[config.mk]
export PLATFORM = sky130hd
export DESIGN_NAME = ssp_ctrl
export DESIGN_NICKNAME = d
export VERILOG_FILES = /design/src/shared/ssp_pkg.sv /design/src/rtl/ssp_phase_gen.sv /design/src/rtl/ssp_ctrl.sv
export SDC_FILE = /design/constraint.sdc
export NUM_CORES = 1
export LEC_CHECK = 0
export BUFFER_PORTS_ARGS = -buffer_cell sky130_fd_sc_hd__buf_2
export CORE_MARGIN = 10
export CORE_UTILIZATION = 65
export CTS_CLUSTER_DIAMETER = 80
export DETAILED_ROUTE_END_ITERATION = 10
export PLACE_DENSITY = 0.83
export SYNTH_ARGS = -nofsm -noshare
export SYNTH_HDL_FRONTEND = slang
export SYNTH_HIERARCHICAL = 1
export SYNTH_SLANG_ARGS = --single-unit
[constraint.sdc]
create_clock -name clk_in -period 22.7 [get_ports clk_in]
set_input_delay 0 -clock clk_in [delete_from_list [all_inputs] [get_ports clk_in]]
set_output_delay 0 -clock clk_in [all_outputs]
set_load 0.05 [all_outputs]
[src/shared/ssp_pkg.sv]
// constants, types and helpers for the switching sync and phase control
// assumes one 250 MHz clock shared by every user of this package
package ssp_pkg;

	localparam int unsigned CLK_PERIOD_NS  = 4;
	localparam int unsigned CLK_KHZ        = 250000;

	localparam int unsigned CFG_W          = 32;
	localparam logic [31:0] CFG_RESET      = 32'h0000_0000;

	localparam int unsigned A_SEL_BIT      = 5;
	localparam int unsigned B_SEL_BIT      = 6;
	localparam int unsigned A_INT_BIT      = 8;
	localparam int unsigned B_INT_BIT      = 9;
	localparam int unsigned A_EXT_BIT      = 14;
	localparam int unsigned B_EXT_BIT      = 15;
	localparam int unsigned A_PH_LSB       = 20;
	localparam int unsigned B_PH_LSB       = 28;
	localparam int unsigned PH_W           = 4;
	localparam logic [3:0]  PH_MAX_CODE    = 4'hb;
	localparam int unsigned PH_STEP_DEG    = 30;
	localparam int unsigned PH_STEPS       = 360 / PH_STEP_DEG;

	localparam int unsigned SYNC_MIN_PW_NS = 100;
	localparam int unsigned SYNC_MIN_CYC   = (SYNC_MIN_PW_NS + CLK_PERIOD_NS - 1) / CLK_PERIOD_NS;
	// two synchroniser stages plus the filter register
	localparam int unsigned SYNC_LAT       = SYNC_MIN_CYC + 3;

	localparam int unsigned SW_MIN_KHZ     = 300;
	localparam int unsigned SW_MAX_KHZ     = 2000;
	localparam int unsigned AGG_MAX_KHZ    = 8000;
	localparam int unsigned PER_W          = 16;
	localparam int unsigned PER_MAX        = CLK_KHZ / SW_MIN_KHZ;
	localparam int unsigned PER_MIN        = (CLK_KHZ + SW_MAX_KHZ - 1) / SW_MAX_KHZ;
	localparam int unsigned NPH_W          = 3;

	typedef enum logic [1:0] {
		SSP_DIS = 2'b00,
		SSP_INT = 2'b01,
		SSP_EXT = 2'b10
	} ssp_mode_e;

	typedef struct packed {
		ssp_mode_e  mode;
		logic [3:0] code;
	} ssp_chan_s;

	// unlisted bit combinations fall back to disabled
	function automatic ssp_mode_e ssp_decode(input logic sel, input logic int_b,
		input logic ext_b);
		ssp_mode_e m;
		m = SSP_DIS;
		if (!sel && int_b && !ext_b) begin
			m = SSP_INT;
		end else if (sel && !int_b && ext_b) begin
			m = SSP_EXT;
		end
		return m;
	endfunction

	// least period in cycles so that fsw times phases stays within the aggregate rate
	function automatic logic [15:0] ssp_min_period(input logic [2:0] n);
		int unsigned t;
		t = (32'(n) * CLK_KHZ + AGG_MAX_KHZ - 1) / AGG_MAX_KHZ;
		return t[15:0];
	endfunction

endpackage

[src/rtl/ssp_phase_gen.sv]
// one channel phase tap: pulses when the reference count meets the offset
// assumes cnt_in and period_in come from logic on clk_in
`timescale 1ns/1ps
`default_nettype none
module ssp_phase_gen
	import ssp_pkg::*;
#(
	parameter int unsigned W = PER_W
) (
	input  wire logic         clk_in,
	input  wire logic         rst_n_in,
	input  wire logic [W-1:0] cnt_in,
	input  wire logic [W-1:0] period_in,
	input  wire ssp_chan_s    chan_in,
	output logic              pulse_out
);

	typedef struct packed {
		logic [W-1:0] off;
		logic         pulse;
	} ssp_ph_st_s;

	ssp_ph_st_s   st_q;
	ssp_ph_st_s   st_d;
	logic [3:0]   code;
	logic [W+3:0] prod;

	always_comb begin
		st_d = st_q;
		code = (chan_in.code > PH_MAX_CODE) ? PH_MAX_CODE : chan_in.code;
		// no reference to align to when disabled
		if (chan_in.mode == SSP_DIS) begin
			code = 4'h0;
		end
		prod = period_in * code;
		st_d.off = W'(prod / (W+4)'(PH_STEPS));
		st_d.pulse = (cnt_in == st_q.off);
	end

	always_ff @(posedge clk_in) begin
		if (!rst_n_in) begin
			st_q <= '0;
		end else begin
			st_q <= st_d;
		end
	end

	assign pulse_out = st_q.pulse;
endmodule // ssp_phase_gen
`default_nettype wire

[src/rtl/ssp_ctrl.sv]
// sync mode select, reference counter, sync pin and two phase taps
// assumes sw_period_in and active_phases_in come from logic on clk_in
//
// Operation
// - channel a mode from bits 5, 8, 14
// - channel b mode from bits 6, 9, 15
// - channel a offset bits 23:20, 30 degree steps
// - channel b offset bits 31:28, 30 degree steps
// - driven sync output near 50 percent duty
`timescale 1ns/1ps
`default_nettype none
module ssp_ctrl
	import ssp_pkg::*;
(
	input  wire logic             clk_in,
	input  wire logic             rst_n_in,
	input  wire logic             cfg_wr_in,
	input  wire logic [CFG_W-1:0] cfg_wdata_in,
	output logic      [CFG_W-1:0] cfg_rdata_out,
	input  wire logic [PER_W-1:0] sw_period_in,
	input  wire logic [NPH_W-1:0] active_phases_in,
	input  wire logic             sync_in,
	output logic                  sync_out,
	output logic                  sync_oe_n_out,
	output logic                  chan_a_clk_out,
	output logic                  chan_b_clk_out,
	output ssp_mode_e             chan_a_mode_out,
	output ssp_mode_e             chan_b_mode_out,
	output logic                  rate_clamped_out,
	output logic                  ext_edge_out
);

	localparam logic [5:0]       HI_TGT  = 6'(SYNC_MIN_CYC);
	localparam logic [PER_W-1:0] P_MIN   = PER_W'(PER_MIN);
	localparam logic [PER_W-1:0] P_MAX   = PER_W'(PER_MAX);
	localparam logic [PER_W-1:0] P_ALIGN = PER_W'(SYNC_LAT);

	typedef struct packed {
		logic [CFG_W-1:0] cfg;
		logic             sync_m;
		logic             sync_s;
		logic [5:0]       hi_cnt;
		logic             ext_evt;
		logic [PER_W-1:0] ref_cnt;
		logic [PER_W-1:0] eff_per;
		logic             clamped;
		ssp_mode_e        mode_a;
		ssp_mode_e        mode_b;
		logic             sync_o;
		logic             oe_n;
	} ssp_st_s;

	ssp_st_s          st_q;
	ssp_st_s          st_d;
	logic [PER_W-1:0] per;
	logic [PER_W-1:0] per_lim;
	logic             any_ext;
	logic             any_int;
	ssp_chan_s        chan_a;
	ssp_chan_s        chan_b;

	always_comb begin
		st_d = st_q;
		if (cfg_wr_in) begin
			st_d.cfg = cfg_wdata_in;
		end
		st_d.mode_a = ssp_decode(st_q.cfg[A_SEL_BIT], st_q.cfg[A_INT_BIT],
			st_q.cfg[A_EXT_BIT]);
		st_d.mode_b = ssp_decode(st_q.cfg[B_SEL_BIT], st_q.cfg[B_INT_BIT],
			st_q.cfg[B_EXT_BIT]);

		// out-of-range programming is held to the supported band
		per = sw_period_in;
		if (per < P_MIN) begin
			per = P_MIN;
		end else if (per > P_MAX) begin
			per = P_MAX;
		end
		per_lim = ssp_min_period(active_phases_in);
		st_d.clamped = 1'b0;
		if (per < per_lim) begin
			per = per_lim;
			st_d.clamped = 1'b1;
		end
		st_d.eff_per = per;

		// first stage feeds only the second
		st_d.sync_m = sync_in;
		st_d.sync_s = st_q.sync_m;
		// shorter pulses never reach the count, so glitches are dropped
		if (!st_q.sync_s) begin
			st_d.hi_cnt = 6'h00;
		end else if (st_q.hi_cnt != HI_TGT) begin
			st_d.hi_cnt = st_q.hi_cnt + 6'h01;
		end
		st_d.ext_evt = st_q.sync_s && (st_q.hi_cnt == HI_TGT - 6'h01);

		any_ext = (st_q.mode_a == SSP_EXT) || (st_q.mode_b == SSP_EXT);
		any_int = (st_q.mode_a == SSP_INT) || (st_q.mode_b == SSP_INT);
		// edge seen late by the filter, so the count is preloaded with that lag
		if (any_ext && st_q.ext_evt) begin
			st_d.ref_cnt = P_ALIGN;
		end else if (st_q.ref_cnt >= st_q.eff_per - 16'h0001) begin
			st_d.ref_cnt = 16'h0000;
		end else begin
			st_d.ref_cnt = st_q.ref_cnt + 16'h0001;
		end
		// no frequency check of the external clock; a far-off source just re-aligns each edge
		st_d.sync_o = st_q.ref_cnt < (st_q.eff_per >> 1);
		// never drive the pin while listening to it
		st_d.oe_n = !(any_int && !any_ext);
	end

	always_ff @(posedge clk_in) begin
		if (!rst_n_in) begin
			st_q <= '0;
			st_q.cfg <= CFG_RESET;
			st_q.oe_n <= 1'b1;
			st_q.eff_per <= P_MAX;
		end else begin
			st_q <= st_d;
		end
	end

	assign chan_a.mode = st_q.mode_a;
	assign chan_a.code = st_q.cfg[A_PH_LSB +: PH_W];
	assign chan_b.mode = st_q.mode_b;
	assign chan_b.code = st_q.cfg[B_PH_LSB +: PH_W];

	ssp_phase_gen #(.W(PER_W)) u_ph_a (
		.clk_in    (clk_in),
		.rst_n_in  (rst_n_in),
		.cnt_in    (st_q.ref_cnt),
		.period_in (st_q.eff_per),
		.chan_in   (chan_a),
		.pulse_out (chan_a_clk_out)
	);

	ssp_phase_gen #(.W(PER_W)) u_ph_b (
		.clk_in    (clk_in),
		.rst_n_in  (rst_n_in),
		.cnt_in    (st_q.ref_cnt),
		.period_in (st_q.eff_per),
		.chan_in   (chan_b),
		.pulse_out (chan_b_clk_out)
	);

	assign cfg_rdata_out    = st_q.cfg;
	assign sync_out         = st_q.sync_o;
	assign sync_oe_n_out    = st_q.oe_n;
	assign chan_a_mode_out  = st_q.mode_a;
	assign chan_b_mode_out  = st_q.mode_b;
	assign rate_clamped_out = st_q.clamped;
	assign ext_edge_out     = st_q.ext_evt;
endmodule // ssp_ctrl
`default_nettype wire

* Word-level counts from Yosys, hierarchy flattened
Cells that the tools add are included.
** Storage, ports and cells
- Register bits :: 114
** Operators by class
- Add/sub/neg operators :: 5
- Multiply operators :: 3
- Div/mod/pow operators :: 3
- Magnitude comparators :: 7
- Eq/ne operators :: 8
- Multiplexer cells :: 14
- Bitwise logic cells :: 1
- Reductions and logical operators :: 27
** Operator list (count)
- two-way mux 16 bit :: 3
- divider 20 x 4 -> 20 bit (second input constant) :: 2
- multiplier 16 x 4 -> 20 bit :: 2
- divider 32 x 13 -> 32 bit (second input constant) :: 1
- == test 16 bit :: 2
- subtractor 22 x 1 -> 23 bit (second input constant) :: 1
- adder 21 x 13 -> 22 bit (second input constant) :: 1
- multiplier 3 x 14 -> 17 bit (second input constant) :: 1
- adder 16 x 1 -> 16 bit (second input constant) :: 1
- greater-or-equal comparator 16 bit :: 1
- greater-than comparator 16 x 10 -> 1 bit (second input constant) :: 1
- less-than comparator 16 x 15 -> 1 bit :: 1
- less-than comparator 16 bit :: 1
- less-than comparator 16 x 7 -> 1 bit (second input constant) :: 1
- two-way mux 4 bit :: 4
- subtractor 16 x 1 -> 16 bit (second input constant) :: 1
- logical AND 1 bit :: 11
- two-way mux 5 bit :: 2
- greater-than comparator 4 bit (second input constant) :: 2
- logical NOT 1 bit :: 8
- adder 6 x 1 -> 6 bit (second input constant) :: 1
- == test 6 x 5 -> 1 bit (second input constant) :: 1
- inequality test 6 x 5 -> 1 bit (second input constant) :: 1
- == test 2 x 1 -> 1 bit (second input constant) :: 2
- other kinds (9) :: 16

* Depth between registers and ports, before layout
- Word-level depth :: 6
- Depth in mapped cells :: 40

* Hierarchy
Netlist, hierarchy kept.
** By module, submodules not included
- ssp_ctrl :: instances 1, cells each 987, area an instance 8076.5 um^2
- ssp_phase_gen (u_ph_b) :: instances 1, cells each 678, area an instance 4997.3 um^2
- ssp_phase_gen (u_ph_a) :: instances 1, cells each 601, area an instance 4563.1 um^2

* Worst setup path after synthesis
No wires, ideal clock.
- Path kind :: input to register
- From :: input active_phases_in[0]
- To :: register st_q[13] (netlist bit)
- Library setup time :: 0.121 ns
- Data arrival time :: 8.277 ns
- Required time :: 22.579 ns
- Path slack :: 14.302 ns
- Stages on the path :: 35
- Cell sequence :: fa_1 > buf_2 > inv_1 > fa_1 > buf_2 > nand3b_1 > or2_1 > nor2_1 > nand4_2 > a2111oi_4 > a211oi_4 > a2111oi_4 > nor3_4 > buf_6 > o31ai_4 > o31a_1 > nand4_2 > a221oi_4 > nor2_2 > o211a_1 > a211o_2 > a21o_4 > o211a_1 > a2111oi_4 > o211ai_1 > nor3b_2 > o31ai_1 > inv_1 > ha_1 > a21o_1 > a211oi_1 > a21o_1 > a31oi_1 > buf_4 > mux2_4
** On the way
- Cells in the longest elaborated chain, start to end :: 6
** RTL lines
- start: declaration :: RTL line ssp_ctrl.sv:21 : input wire logic [NPH_W-1:0] active_phases_in,
- multiplier 3 x 14 -> 17 bit * :: RTL line ssp_pkg.sv:64 : t = (32'(n) * CLK_KHZ + AGG_MAX_KHZ - 1) / AGG_MAX_KHZ;
- adder 21 x 13 -> 22 bit * :: RTL line ssp_pkg.sv:64
- subtractor 22 x 1 -> 23 bit * :: RTL line ssp_pkg.sv:64
- divider 32 x 13 -> 32 bit * :: RTL line ssp_pkg.sv:64
- less-than comparator 16 bit :: RTL line ssp_ctrl.sv:81 : if (per < per_lim) begin
- two-way mux 16 bit * :: RTL line ssp_ctrl.sv:81
- end signal: assignment :: RTL line ssp_ctrl.sv:121 : st_q <= st_d;
- end: declaration :: RTL line ssp_ctrl.sv:53 : ssp_st_s st_q;
Every way passes the cells marked *; elsewhere a longest branch is shown, timed or not.
A chain may end at the register's enable or synchronous reset.

* Worst setup path in the final report
- From :: input active_phases_in[0]
- To :: register st_q[15] (netlist bit)
Same word-level chain as after synthesis.

==> results.md <==
* DP Cell Count at about 2,600
* Capturing element type of the critical path: flip-flop
* Number of clock buffers inserted by TritonCTS at 17
* Effective utilization at floorplan at ~66%
* Placed wire-length estimate at around 36 mm
* Post-synth EDFFs at 0
* Clock tree from TritonCTS: yes
* Distinct cell type count after synthesis at roughly 150
* Horiz. Die Dim at around 180 um
* Maximum fanout along the worst path at 19
* Via-to-Cell Ratio at 6.51
* Remaining DRCs at 0
* Number of gates resized after cts at 0
* Number of buffers inserted by port buffering at between 90 and 100
* Synthesized instance count at approximately 2,300
* Type of the most critical hold path: in2reg
* Leading cell types by count after synthesis: 183 x nand2_1, 180 x nor2_1, 155 x inv_1
* Slew at the pin closest to its max-slew limit at ~1200 ps
* Area fraction of the dominant cell type after synthesis at 12.9%
* Max IR drop VDD at 0.0787 mV
* Most instantiated library cell after synthesis: nand2_1
* Power Dens Cells at roughly 69 nW/um^2
* Via count of the first global-routing pass at ~17,000
* Routed WL per cell at between 15 and 20 um
* Outcome: finished clean
* Number of antenna violations at the first check in global routing at 3
* Cell type of the slowest stage on the worst timing path: fa_1
* Sort of element at the start of the critical path: primary input
* Cell types with the largest area share after synthesis: dfxtp_1 13%, ha_1 7.8%, fa_1 6.7%
* Skew-Pair Late Insertion Delay at between 400 and 500 ps
* Clk buf depth at 2
* Number of placed I/O pins at 97
* Sum of overflow across all layers after global routing at 0
* Worst clock skew at ~20 ps
* Synth Flop Type: dfxtp_1
* Number of nets in the layout at ~2,500
* Required time of the critical path at around 23,000 ps
* Die boundary height at about 180 um
* Number of levels in the clock H-tree at 4
* Crit path time final at around 11,000 ps
* Maximum number of pins on one net before global-route repair at between 90 and 100
* Area of the die at around 34,000 um^2
* Fraction of final layout cells sized beyond drive strength 1 at around an eighth
* Post-route fraction of the period consumed by the critical path at between 40% and 50%
* Data arrival time of the critical path at about 11,000 ps
* Number of placement rows at 60
* Max-capacitance violation count at 0
* Synthesized flop and latch total at around 110
* Final count of pins violating max slew at 0
* Peak Freq at approximately 0.095 GHz
* Layout filler cell count at 2,034
* Standard cell core area at between 20,000 and 30,000 um^2
* Post-Route WL at around 51 mm
* Async SR Flop Fraction at 0%
* Antenna Nets Post-Route at 0
* Area Growth Syn to Fin at 7.38%
* Maximum cell stage delay along the critical path at roughly 900 ps
* Syn_area_per_cell at 7.78 um^2
* Count of final hold-check violations at 0
* Unrepaired setup endpoints after global routing: false
* Clock root cell: clkbuf_16
* Placer congestion estimate at ~0.97
* Yosys Warn Count at 6
* Biggest area consumer among synthesized cells: dfxtp_1
* Critical path class: in2reg
* Wire length of the first global-routing pass at between 80 and 90 mm
* Combined area of all synthesized cells at 17,600 um^2
* Via total after detailed routing at 17,300
* Sequential element share of the synthesized area at roughly an eighth
* Pre-antenna DRT Iters at 6
* Final setup violation count at 0
* Leakage power of the design at about 8.3 nW
* Final Non-Filler Cells at approximately 2,700
* Setup TNS Final at 0 ps
* Overall global routing resource usage at 29.2%
* Number of sinks handled by clock tree synthesis at approximately 110
* Iter 0 DRT Violations at a little under 2,000
* Max_slew headroom at 18.0%
* Clock transition at the registers of the reported paths at roughly 60 ps
==> critical path: cells and delay by family <==
| kind | cells | cell delay [ps] |
|---|---|---|
| AND/OR/NAND/NOR | 9 | 1690 |
| adder cells (fa/ha/maj) | 3 | 1840 |
| XOR/XNOR | 1 | 220 |
| AO/OA/AOI/OAI | 14 | 5980 |
| buffers and inverters | 4 | 720 |
| multiplexers | 1 | 360 |
==> worst paths after layout <==
check	startpoint	to	slack (ps)	cells past startpoint
worst max register to register	chan_b_mode_out[0]	u_ph_b/st_q[1]	13730	26
worst min register to register	st_d[46]	st_q[46]	440	1
worst max-delay path	active_phases_in[0]	st_q[15]	12160	32
worst min-delay path	sw_period_in[2]	st_q[9]	60	4
==> timing repair <==
| action | CTS | global route |
|---|---|---|
| endpoints found under the setup margin | 0 | 0 |
| hold buffers | 37 | 0 |
| buffers inserted | 0 | 0 |
| endpoints found under the hold margin | 37 | 0 |
==> layout by cell type, fill, tap and decap left out, types with 8 or more instances in the layout <==
cell type        n
a211o_1         11
a211oi_1        17
a21o_1          28
a21oi_1        122
a22oi_1         11
a31oi_1         23
and2_1         126
and3_1          23
buf_2           96
buf_4           11
clkbuf_16       17
dfxtp_1        114
dlygate4sd3_1   37
fa_1            59
ha_1           110
inv_1          155
mux2i_1         62
nand2_1        183
nand2b_1        29
nand3_1         63
nand4_1         32
nor2_1         180
nor2b_1         59
nor3_1          56
nor3b_1          8
nor4_1          16
o2111ai_1       12
o211ai_1        24
o21a_1          27
o21ai_0         96
o21ai_1         22
o22ai_1         19
o31ai_1         14
or3_1           12
xnor2_1         86
xnor2_2          8
xor2_1          54
==> metal layers <==
layer	vias to the layer above	GRT usage (%)	wire [um]
li1	8187	-	-
met1	8232	35.8	20800
met2	789	50.1	24700
met3	139	3.03	3080
met4	0	14.3	2040
met5	-	0	0
==> state kept, by name, indices dropped and copies added, names as in the netlist, 2 cells and up <==
register	count
cfg_rdata_out	32
u_ph_b/st_q	16
st_q	39
chan_b_mode_out	2
chan_a_mode_out	2
u_ph_a/st_q	16
==> cell type report <==
type / instances / area [um^2] / area share (%)
clock buffers: 17 / 425 / 2.25
diodes: 3 / 7.51 / 0.0396
clock inverters: 14 / 204 / 1.08
repair buffers: 144 / 933 / 4.93
inverters: 159 / 597 / 3.15
flip-flops and latches: 114 / 2280 / 12.0
multi-input cells: 1873 / 14100 / 74.3
well taps: 341 / 427 / 2.25
==> metrics by stage <==
| step | util (%) | worst slack, ps | total power, mW | cell area [um^2] | hold slack [ps] |
|---|---|---|---|---|---|
| 4_1_cts | 70.6 | 12430 | 1.28 | 18900 | 24.2 |
| 2_1_floorplan | - | 14300 | 0.845 | 17700 | 119 |
| 3_5_place_dp | 66.9 | 12010 | 0.980 | 17900 | 266 |
| 5_1_grt | 70.7 | 11440 | 1.39 | 18900 | 64.2 |
| 3_3_place_gp | 66.9 | 12310 | 0.962 | 17900 | 255 |
| 6_report | 70.7 | 12160 | 1.30 | 18900 | 58.2 |
==> logic make-up (layout without fill, tap and decap cells) <==
kind of cell               Yosys count  in the layout  synth area share (%)
AOI/OAI and AO/OA                  601            601                  26.1
buffers and inverters              284            334                  7.43
adders and majority gates          175            175                  14.8
xor gates and xnor gates           154            154                  8.31
and+or+nand+nor                    863            863                  26.0
muxes                               73             73                  4.36
DFF                                114            114                  12.9
other                                2             10                0.0426
==> power breakdown <==
group          total, mW  switching [mW]  internal (mW)
Combinational      0.762           0.471          0.291
Clock              0.294           0.110          0.185
Sequential         0.244          0.0281          0.215
Note: power is estimated with default switching activity, not from simulation.
